===== src/design/dsrms_pkg.sv =====
package dsrms_pkg;

  // ------------------------------------------------------------
  // object indices
  // ------------------------------------------------------------
  localparam logic [15:0] IDX_QS_REACT   = 16'h605A; // quick_stop_reaction
  localparam logic [15:0] IDX_SD_REACT   = 16'h605B; // shutdown_reaction
  localparam logic [15:0] IDX_DO_REACT   = 16'h605C; // disable_operation_reaction
  localparam logic [15:0] IDX_HALT_REACT = 16'h605D; // halt_reaction
  localparam logic [15:0] IDX_FLT_REACT  = 16'h605E; // fault_reaction
  localparam logic [15:0] IDX_MODE_REQ   = 16'h6060; // operating_mode_request
  localparam logic [15:0] IDX_MODE_DISP  = 16'h6061; // operating_mode_display
  localparam logic [15:0] IDX_MODE_MASK  = 16'h6502; // supported_mode_mask

  // ------------------------------------------------------------
  // reset values and fixed contents
  // ------------------------------------------------------------
  localparam logic [15:0] QS_RESET    = 16'h0002;
  localparam logic [15:0] SD_RESET    = 16'h0000;
  localparam logic [15:0] DO_RESET    = 16'h0000;
  localparam logic [15:0] HALT_RESET  = 16'h0001;
  localparam logic [15:0] FLT_RESET   = 16'h0000;
  localparam logic [7:0]  MODE_RESET  = 8'h00;
  localparam logic [31:0] MODE_MASK   = 32'h0000_03ED;
  localparam logic [7:0]  MODE_MAX    = 8'h0A;
  localparam int          CW_HALT_BIT = 8;

  // ------------------------------------------------------------
  // option codes
  // ------------------------------------------------------------
  localparam logic [15:0] OPT_OFF      = 16'h0000; // power off, coast per stop method
  localparam logic [15:0] OPT_PROF     = 16'h0001; // profile decel, leave
  localparam logic [15:0] OPT_QSD      = 16'h0002; // quick stop decel, leave
  localparam logic [15:0] OPT_PROF_HLD = 16'h0005; // profile decel, stay
  localparam logic [15:0] OPT_QSD_HLD  = 16'h0006; // quick stop decel, stay

  // ------------------------------------------------------------
  // operating modes
  // ------------------------------------------------------------
  typedef enum logic [7:0] {
    MODE_NONE = 8'h00, MODE_PP  = 8'h01, MODE_PV  = 8'h03, MODE_PT  = 8'h04,
    MODE_HM   = 8'h06, MODE_IP  = 8'h07, MODE_CSP = 8'h08, MODE_CSV = 8'h09,
    MODE_CST  = 8'h0A
  } dsrms_mode_t;

  // stop kinds handed to the trajectory engine
  typedef enum logic [1:0] {
    STOP_NONE = 2'h0, STOP_OFF = 2'h1, STOP_PROF = 2'h3, STOP_QSD = 2'h2
  } dsrms_stop_t;

  // which stop-method parameter governs a coast stop
  typedef enum logic {
    METH_PRIMARY = 1'b0, METH_SECONDARY = 1'b1
  } dsrms_meth_t;

  // sequencer states, gray along idle -> stop -> done
  typedef enum logic [1:0] {
    ST_IDLE = 2'h0, ST_STOP = 2'h1, ST_DONE = 2'h3, ST_HOLD = 2'h2
  } dsrms_state_t;

  // object access request
  typedef struct packed {
    logic        rd;
    logic        wr;
    logic [15:0] index;
    logic [31:0] wdata;
  } dsrms_obj_req_t;

  // object access answer
  typedef struct packed {
    logic        ack;
    logic        err;
    logic [31:0] rdata;
  } dsrms_obj_rsp_t;

  // stop command to the motion side
  typedef struct packed {
    dsrms_stop_t kind;
    dsrms_meth_t meth;
    logic        power_off;
  } dsrms_stop_cmd_t;

  // whole module state
  typedef struct packed {
    logic [15:0]     qs;
    logic [15:0]     sd;
    logic [15:0]     dis;
    logic [15:0]     halt;
    logic [15:0]     flt;
    logic [7:0]      mode_req;
    logic [7:0]      mode_disp;
    dsrms_state_t    st;
    logic            to_qs_state;
    dsrms_stop_cmd_t cmd;
    dsrms_obj_rsp_t  rsp;
    logic [2:0]      alarm_sync;
  } dsrms_state_reg_t;

endpackage : dsrms_pkg


===== src/design/dsrms_ctrl.sv =====
// Overview of operation
// - quick stop code signed, 0/1/2/5/6, resets 2
// - code 0: power off, primary stop method
// - codes 1/2: ramp, then go disabled
// - codes 5/6: ramp, stay in quick stop
// - enabled-to-ready uses shutdown code 0/1
// - enabled-to-switched-on uses disable code, secondary
// - halt bit 8: profile or quick decel
// - alarm: power off per primary method in idle, hold or a ramping stop, not in done
// - mode request 0..10, resets 0, acted on
// - mode encoding with 2 and 5 unassigned
// - read-only mode display, resets 0
// - supported mask reads fixed 0x03ED
`timescale 1ns/10ps
`default_nettype none

module dsrms_ctrl (
  // clock and reset
  input  wire logic                       ref_clk,
  input  wire logic                       rst,
  // object access from the fieldbus side
  input  wire dsrms_pkg::dsrms_obj_req_t  obj_req,
  output var  dsrms_pkg::dsrms_obj_rsp_t  obj_rsp,
  // drive state machine events, one-cycle pulses
  input  wire logic                       ev_quick_stop,
  input  wire logic                       ev_shutdown,
  input  wire logic                       ev_disable_op,
  input  wire logic [15:0]                controlword,
  // alarm from the protection logic, asynchronous
  input  wire logic                       alarm_pin,
  // motion side status
  input  wire logic                       axis_at_rest,
  input  wire logic [7:0]                 loop_mode_active,
  // outputs to motion and state machine
  output var  dsrms_pkg::dsrms_stop_cmd_t stop_cmd,
  output logic                            qs_leave_to_disabled,
  output logic                            qs_stay_active,
  output logic [7:0]                      mode_request
);

  // ------------------------------------------------------------
  // state
  // ------------------------------------------------------------
  dsrms_pkg::dsrms_state_reg_t s_q;   // registered state
  dsrms_pkg::dsrms_state_reg_t s_d;   // next state

  // ------------------------------------------------------------
  // helpers
  // ------------------------------------------------------------
  // legal quick stop code check
  function automatic logic qs_ok(input logic [15:0] v);
    qs_ok = (v == dsrms_pkg::OPT_OFF) || (v == dsrms_pkg::OPT_PROF) ||
            (v == dsrms_pkg::OPT_QSD) || (v == dsrms_pkg::OPT_PROF_HLD) ||
            (v == dsrms_pkg::OPT_QSD_HLD);
  endfunction : qs_ok

  // legal mode code: only assigned codes are taken
  function automatic logic mode_ok(input logic [7:0] v);
    mode_ok = (v <= dsrms_pkg::MODE_MAX) &&
              (v != 8'h02) && (v != 8'h05);
  endfunction : mode_ok

  logic alarm_now;  // synchronised alarm level
  logic halt_on;    // halt bit of the controlword

  assign alarm_now = s_q.alarm_sync[1] & s_q.alarm_sync[2];
  assign halt_on   = controlword[dsrms_pkg::CW_HALT_BIT];

  // ------------------------------------------------------------
  // next-state logic
  // ------------------------------------------------------------
  always_comb begin
    logic [15:0] wv;  // write value, low half
    wv   = obj_req.wdata[15:0];
    s_d  = s_q;
    // answer lasts one cycle
    s_d.rsp.ack   = 1'b0;
    s_d.rsp.err   = 1'b0;
    s_d.rsp.rdata = 32'h0000_0000;
    // alarm: three flops, level high only while the last two are both high
    s_d.alarm_sync = {s_q.alarm_sync[1:0], alarm_pin};
    // display tracks the loop only once it has really switched
    if (loop_mode_active == s_q.mode_req) begin
      s_d.mode_disp = loop_mode_active;
    end

    // object writes
    if (obj_req.wr) begin
      s_d.rsp.ack = 1'b1;
      unique case (obj_req.index)
        dsrms_pkg::IDX_QS_REACT: begin
          if (qs_ok(wv)) s_d.qs = wv;
          else s_d.rsp.err = 1'b1;
        end
        dsrms_pkg::IDX_SD_REACT: begin
          if (wv <= dsrms_pkg::OPT_PROF) s_d.sd = wv;
          else s_d.rsp.err = 1'b1;
        end
        dsrms_pkg::IDX_DO_REACT: begin
          if (wv <= dsrms_pkg::OPT_PROF) s_d.dis = wv;
          else s_d.rsp.err = 1'b1;
        end
        dsrms_pkg::IDX_HALT_REACT: begin
          if (wv == dsrms_pkg::OPT_PROF || wv == dsrms_pkg::OPT_QSD) begin
            s_d.halt = wv;
          end else begin
            s_d.rsp.err = 1'b1;
          end
        end
        dsrms_pkg::IDX_FLT_REACT: begin
          // only power-off exists, so other codes bounce
          if (wv == dsrms_pkg::OPT_OFF) s_d.flt = wv;
          else s_d.rsp.err = 1'b1;
        end
        dsrms_pkg::IDX_MODE_REQ: begin
          if (obj_req.wdata[31:8] == 24'h00_0000 && mode_ok(obj_req.wdata[7:0])) begin
            s_d.mode_req = obj_req.wdata[7:0];
          end else begin
            s_d.rsp.err = 1'b1;
          end
        end
        // read-only and unknown objects refuse writes
        default: s_d.rsp.err = 1'b1;
      endcase
    end else if (obj_req.rd) begin
      s_d.rsp.ack = 1'b1;
      unique case (obj_req.index)
        // signed objects sign-extend into the word
        dsrms_pkg::IDX_QS_REACT:   s_d.rsp.rdata = {{16{s_q.qs[15]}}, s_q.qs};
        dsrms_pkg::IDX_SD_REACT:   s_d.rsp.rdata = {{16{s_q.sd[15]}}, s_q.sd};
        dsrms_pkg::IDX_DO_REACT:   s_d.rsp.rdata = {{16{s_q.dis[15]}}, s_q.dis};
        dsrms_pkg::IDX_HALT_REACT: s_d.rsp.rdata = {{16{s_q.halt[15]}}, s_q.halt};
        dsrms_pkg::IDX_FLT_REACT:  s_d.rsp.rdata = {{16{s_q.flt[15]}}, s_q.flt};
        dsrms_pkg::IDX_MODE_REQ:   s_d.rsp.rdata = {24'h00_0000, s_q.mode_req};
        dsrms_pkg::IDX_MODE_DISP:  s_d.rsp.rdata = {24'h00_0000, s_q.mode_disp};
        dsrms_pkg::IDX_MODE_MASK:  s_d.rsp.rdata = dsrms_pkg::MODE_MASK;
        default:                   s_d.rsp.err   = 1'b1;
      endcase
    end

    // stop sequencer; the alarm wins in idle, hold and a ramping stop, but not in done
    unique case (s_q.st)
      dsrms_pkg::ST_IDLE: begin
        s_d.cmd = '{kind: dsrms_pkg::STOP_NONE, meth: dsrms_pkg::METH_PRIMARY,
                    power_off: 1'b0};
        s_d.to_qs_state = 1'b0;
        if (alarm_now) begin
          s_d.cmd = '{kind: dsrms_pkg::STOP_OFF, meth: dsrms_pkg::METH_PRIMARY,
                      power_off: 1'b1};
          s_d.st  = dsrms_pkg::ST_STOP;
        end else if (ev_quick_stop) begin
          s_d.st = dsrms_pkg::ST_STOP;
          unique case (s_q.qs)
            dsrms_pkg::OPT_PROF: s_d.cmd.kind = dsrms_pkg::STOP_PROF;
            dsrms_pkg::OPT_QSD:  s_d.cmd.kind = dsrms_pkg::STOP_QSD;
            dsrms_pkg::OPT_PROF_HLD: begin
              s_d.cmd.kind    = dsrms_pkg::STOP_PROF;
              s_d.to_qs_state = 1'b1;
            end
            dsrms_pkg::OPT_QSD_HLD: begin
              s_d.cmd.kind    = dsrms_pkg::STOP_QSD;
              s_d.to_qs_state = 1'b1;
            end
            default: begin
              s_d.cmd.kind      = dsrms_pkg::STOP_OFF;
              s_d.cmd.power_off = 1'b1;
            end
          endcase
        end else if (ev_shutdown) begin
          s_d.st = dsrms_pkg::ST_STOP;
          if (s_q.sd == dsrms_pkg::OPT_PROF) begin
            s_d.cmd.kind = dsrms_pkg::STOP_PROF;
          end else begin
            s_d.cmd.kind      = dsrms_pkg::STOP_OFF;
            s_d.cmd.power_off = 1'b1;
          end
        end else if (ev_disable_op) begin
          s_d.st = dsrms_pkg::ST_STOP;
          if (s_q.dis == dsrms_pkg::OPT_PROF) begin
            s_d.cmd.kind = dsrms_pkg::STOP_PROF;
          end else begin
            s_d.cmd = '{kind: dsrms_pkg::STOP_OFF,
                        meth: dsrms_pkg::METH_SECONDARY, power_off: 1'b1};
          end
        end else if (halt_on) begin
          // halt ramps but never cuts power; it lasts while the bit is set
          s_d.cmd.kind = (s_q.halt == dsrms_pkg::OPT_QSD) ?
                         dsrms_pkg::STOP_QSD : dsrms_pkg::STOP_PROF;
          s_d.st = dsrms_pkg::ST_HOLD;
        end
      end
      dsrms_pkg::ST_STOP: begin
        // alarm during a ramp turns it into a power-off stop
        if (alarm_now && !s_q.cmd.power_off) begin
          s_d.cmd = '{kind: dsrms_pkg::STOP_OFF, meth: dsrms_pkg::METH_PRIMARY,
                      power_off: 1'b1};
          s_d.to_qs_state = 1'b0;
        end else if (axis_at_rest) begin
          s_d.st = dsrms_pkg::ST_DONE;
        end
      end
      dsrms_pkg::ST_DONE: begin
        // a held quick stop stays here until released; otherwise stay while the alarm is present
        // a held quick stop is released by a fresh quick stop pulse
        if (!s_q.to_qs_state && !alarm_now) s_d.st = dsrms_pkg::ST_IDLE;
        else if (s_q.to_qs_state && ev_quick_stop) s_d.st = dsrms_pkg::ST_IDLE;
      end
      dsrms_pkg::ST_HOLD: begin
        if (alarm_now) begin
          s_d.cmd = '{kind: dsrms_pkg::STOP_OFF, meth: dsrms_pkg::METH_PRIMARY,
                      power_off: 1'b1};
          s_d.st  = dsrms_pkg::ST_STOP;
        end else if (!halt_on) begin
          s_d.st = dsrms_pkg::ST_IDLE;
        end
      end
    endcase
  end

  // ------------------------------------------------------------
  // register
  // ------------------------------------------------------------
  always_ff @(posedge ref_clk) begin
    if (rst) begin
      s_q.qs          <= dsrms_pkg::QS_RESET;
      s_q.sd          <= dsrms_pkg::SD_RESET;
      s_q.dis         <= dsrms_pkg::DO_RESET;
      s_q.halt        <= dsrms_pkg::HALT_RESET;
      s_q.flt         <= dsrms_pkg::FLT_RESET;
      s_q.mode_req    <= dsrms_pkg::MODE_RESET;
      s_q.mode_disp   <= dsrms_pkg::MODE_RESET;
      s_q.st          <= dsrms_pkg::ST_IDLE;
      s_q.to_qs_state <= 1'b0;
      s_q.cmd         <= '{kind: dsrms_pkg::STOP_NONE,
                           meth: dsrms_pkg::METH_PRIMARY, power_off: 1'b0};
      s_q.rsp         <= '{ack: 1'b0, err: 1'b0, rdata: 32'h0000_0000};
      s_q.alarm_sync  <= 3'h0;
    end else begin
      s_q <= s_d;
    end
  end

  // ------------------------------------------------------------
  // outputs
  // ------------------------------------------------------------
  assign obj_rsp  = s_q.rsp;
  assign stop_cmd = s_q.cmd;
  // end-of-stop hints to the drive state machine
  assign qs_leave_to_disabled = (s_q.st == dsrms_pkg::ST_DONE) && !s_q.to_qs_state;
  assign qs_stay_active       = (s_q.st == dsrms_pkg::ST_DONE) && s_q.to_qs_state;
  assign mode_request         = s_q.mode_req;

endmodule : dsrms_ctrl

`default_nettype wire


===== config.mk =====
export PLATFORM = sky130hd
export DESIGN_NAME = dsrms_ctrl
export DESIGN_NICKNAME = d
export VERILOG_FILES = /design/src/design/dsrms_pkg.sv /design/src/design/dsrms_ctrl.sv
export SDC_FILE = /design/constraint.sdc
export NUM_CORES = 1
export LEC_CHECK = 0
export BUFFER_PORTS_ARGS = -buffer_cell sky130_fd_sc_hd__buf_4
export CORE_MARGIN = 2
export CORE_UTILIZATION = 50
export DETAILED_ROUTE_END_ITERATION = 16
export GPL_ROUTABILITY_DRIVEN = 1
export HOLD_SLACK_MARGIN = 0.15
export PLACE_DENSITY = 0.75
export SYNTH_ARGS = -nofsm -noshare
export SYNTH_HDL_FRONTEND = slang
export SYNTH_SLANG_ARGS = --single-unit
export TNS_END_PERCENT = 30

===== constraint.sdc =====
create_clock -name ref_clk -period 6 [get_ports ref_clk]
set_clock_uncertainty 0.2 [all_clocks]
set_input_delay 0.3 -clock ref_clk [delete_from_list [all_inputs] [get_ports ref_clk]]
set_output_delay 0.3 -clock ref_clk [all_outputs]
set_load 0.1 [all_outputs]

==> results.py <==
metrics = {
    "run_status": {
        "outcome": "finished, final reports clean",
    },
    "yosys": {
        "post_synth_main_area_contributors": "dfxtp_1 45%, and2_1 8.7%, buf_4 6.4%",
        "yosys_warnings": 0,
        "post_synth.cell_area_avg_um2": 9.360,
        "post_synth_edffs": 0,
        "ys_types": 63,
        "synth_largest_area_cell": "dfxtp_1",
        "synth-seq-cells": 124,
        "synth-main-ff-cell": "dfxtp_1",
        "post_synth_instance_area_mm2": 0.005513,
        "sequential_element_share_of_the_synthesized_area_pct": 45.03,
        "synth_async_sr_flop_share_pct": 0,
        "synthCells": 589,
        "synth_nets": 674,
        "synth_top_cell_area_share_pct": 45.03,
    },
    "critical_path": {
        "cp_max_fo": 3,
        "worst_setup_path_end_kind": "flip-flop",
        "cp_common_cell": "dlygate4sd3_1",
        "worst-endpoint-arrival_ns": 4.35,
        "crit_chain": "dlygate4sd3_1 -> buf_4 -> nor4_1 -> dlygate4sd3_1 -> nand3_1 -> dlygate4sd3_1 -> nor4_1 -> nand3_1 -> dlygate4sd3_1 -> a21oi_1 -> dlygate4sd3_1",
        "critical_path_class": "input port to flip-flop",
        "ff2ff_setup_slack_ns": 3.03,
        "cp_data_required_time_ns": 6.26,
        "crit_path_max_incr_delay_ns": 0.60,
        "start_kind": "input port",
        "critical_path.slowest_cell": "dlygate4sd3_1",
    },
    "floorplanning": {
        "placementRows": 38,
        "die-area_mm2": 0.01188,
        "initial_utilization_pct": 51.08,
        "design.core.area_mm2": 0.01079,
        "die_y_um": 109,
        "ios": 129,
        "chipWidth_um": 109,
    },
    "grt": {
        "grt_util_all_layers_pct": 25.77,
        "grt.met3_usage_pct": 6.635,
        "first_global_vias": 4808,
        "overflow": 0,
        "routing_layer_with_the_top_usage_in_global_route": "met2",
        "grt_util_met1_pct": 31.59,
        "use_met2_pct": 44.32,
        "antenna_found_initial": 0,
        "wire_length_of_the_first_global_routing_pass_mm": 23.37,
        "largest_net_degree_at_the_start_of_global_routing": 38,
    },
    "clock_tree": {
        "clock_insertion_delay_worst_skew_ns": 0.52,
        "clockRootBuffer": "clkbuf_8",
        "cts_setup_buffers": 0,
        "cts.sinks": 124,
        "clkTransAtPathRegs_ns": 0.06,
        "max-clock-path-buffers": 2,
        "h-tree-depth": 4,
        "clock_tree_from_tritoncts": "built",
        "cts-buffers-inserted": 17,
    },
    "layout": {
        "nFillCells": 818,
        "seq_area_mm2": 0.002482,
        "final_cell_mix": "124 x dfxtp_1, 116 x buf_4, 77 x and2_1, 47 x dlygate4sd3_1, 29 x nand3_1",
        "syn_to_final_growth_pct": 29.91,
        "most_common_cell_after_layout_fill_and_taps_aside": "dfxtp_1",
        "finish.cell_count_without_fillers": 857,
        "layout-drive-gt1-share_pct": 23.60,
        "design.final.nets": 788,
        "multiInputGateArea_mm2": 0.002547,
    },
    "flow_run": {
        "drv_cap": 0,
    },
    "sta": {
        "max_transition_margin_pct": 18.72,
        "timing_worst_slew_pin_value_ns": 1.210,
        "finalMaxSlewViolations": 0,
        "hold_viol_final": 0,
        "unrepaired_setup_endpoints_after_global_routing": "false",
        "finalSetupTns_ns": 0,
        "final_min_period_over_clock_period_pct": 68.23,
        "clock.fmax_ghz": 0.2443,
        "setup-violations-final": 0,
        "final_period_minus_worst_setup_slack_ns": 4.094,
    },
    "placed_design": {
        "dpl.hpwl_mm": 10.20,
        "finalWeightedCongestion": 0.8467,
        "post-place-cells": 777,
        "input_output_buffers": 113,
    },
    "routing": {
        "routed_wirelength_mm": 14.95,
        "routed_length_per_placed_instance_um": 17.45,
        "vias_per_cell": 5.753,
        "detailroute.via_count": 4930,
        "final_antenna_net_count": 0,
        "drt_iter0_drcs": 422,
        "drcViolationCount": 0,
        "first_pass_iters": 5,
    },
    "power": {
        "p_per_area_mw_per_mm2": 300.0,
        "post-layout-total-power_mw": 2.149,
        "vdd.ir_drop.worst_mv": 0.3514,
        "leakage_nw": 2.879,
    },
    "worst_hold_path": {
        "hp-class": "input port to flip-flop",
    },
}
cells in the mapped netlist, types with 2 or more instances:
| cell | number |
|---|---|
| nor3b_1 | 7 |
| o2111ai_1 | 3 |
| buf_4 | 47 |
| a41oi_1 | 3 |
| a211o_1 | 2 |
| a21oi_1 | 21 |
| dfxtp_1 | 124 |
| buf_1 | 2 |
| nor4b_1 | 6 |
| a222oi_1 | 5 |
| nor3_1 | 11 |
| o211a_1 | 2 |
| nor4_1 | 22 |
| inv_1 | 11 |
| and3_1 | 4 |
| a221oi_1 | 4 |
| o31ai_1 | 2 |
| buf_2 | 8 |
| nand3b_1 | 2 |
| ha_1 | 4 |
| nand2_1 | 24 |
| mux2i_1 | 11 |
| nand2b_1 | 9 |
| o2111a_1 | 2 |
| nor3_2 | 3 |
| xor2_1 | 9 |
| and2_1 | 77 |
| nor2b_1 | 6 |
| nand3_1 | 29 |
| a22oi_1 | 25 |
| xnor2_1 | 2 |
| a21bo_2 | 2 |
| nand4b_1 | 3 |
| clkbuf_1 | 11 |
| o311a_1 | 2 |
| a31oi_1 | 15 |
| o21ai_0 | 12 |
| nand4_1 | 6 |
| nor2_1 | 21 |
| or2_2 | 5 |
| or3b_2 | 3 |
path summary, 6_finish.rpt:
check | startpoint | cells past startpoint | to
worst max-delay path | obj_req[15] | 11 | mode_request[3]$_SDFFE_PP0P_
worst min-delay path | axis_at_rest | 5 | s_q[43]$_SDFFE_PP0P_
worst max register to register | s_q[93]$_SDFFE_PP0P_ | 7 | stop_cmd[3]$_SDFFE_PP0P_
worst min register to register | s_d[1]$_SDFF_PP0_ | 1 | s_d[2]$_SDFF_PP0_
flip-flops by register name (all words and copies together), names as in the netlist:
register / count
s_q: 92
obj_rsp: 18
mode_request: 8
stop_cmd: 4
s_d: 2
final cells by class:
class / count / share of cell area (%)
repair buffers: 163 / 18.73
inverters: 11 / 0.5765
clock inverters: 14 / 2.009
well taps: 140 / 2.446
diodes: 1 / 0.03494
flip-flops and latches: 124 / 34.66
clock buffers: 18 / 5.975
multi-input cells: 386 / 35.57
what timing repair did:
action,in CTS,in global routing
hold endpoints to repair,49,0
hold buffers,47,0
gates resized for setup,0,0
critical path: cells and delay by family:
kind	cells	cell delay, ns
AOI/OAI and AO/OA	1	0.16
buffers and inverters	6	3.03
and+or+nand+nor	4	0.85
where the power goes:
| group | total (mW) | leakage, nW | switching (mW) | internal, mW |
|---|---|---|---|---|
| clock network | 0.971 | 0.281 | 0.370 | 0.601 |
| registers | 0.854 | 1.00 | 0.0131 | 0.841 |
| logic | 0.324 | 1.60 | 0.197 | 0.127 |
routing by layer:
layer | vias to the layer above | share of wire [%]
met5 | - | 0
met1 | 2355 | 43
li1 | 2329 | -
met2 | 226 | 49
met3 | 20 | 6.7
met4 | 0 | 1.4
per-stage QoR:
step	worst slack [ns]	cell area, um^2	utilization, %	hold WS (ns)
3_3_place_gp	2.694	6117	56.68	0.2307
6_report	1.906	7162	66.36	0.1859
3_5_place_dp	2.524	6117	56.68	0.2334
4_1_cts	2.084	7159	66.33	0.1708
5_1_grt	1.683	7159	66.33	0.1899
2_1_floorplan	3.615	5513	-	0.2138
cell families after synthesis:
family / after synthesis / share of synthesized area [%]
buffers and inverters: 79 / 8.761
muxes: 11 / 1.997
AOI/OAI and AO/OA: 113 / 14.71
and+or+nand+nor: 247 / 26.85
DFF: 124 / 45.03
xor gates and xnor gates: 11 / 1.748
adders and majority gates: 4 / 0.9079
(Power assumes the default switching activity.)
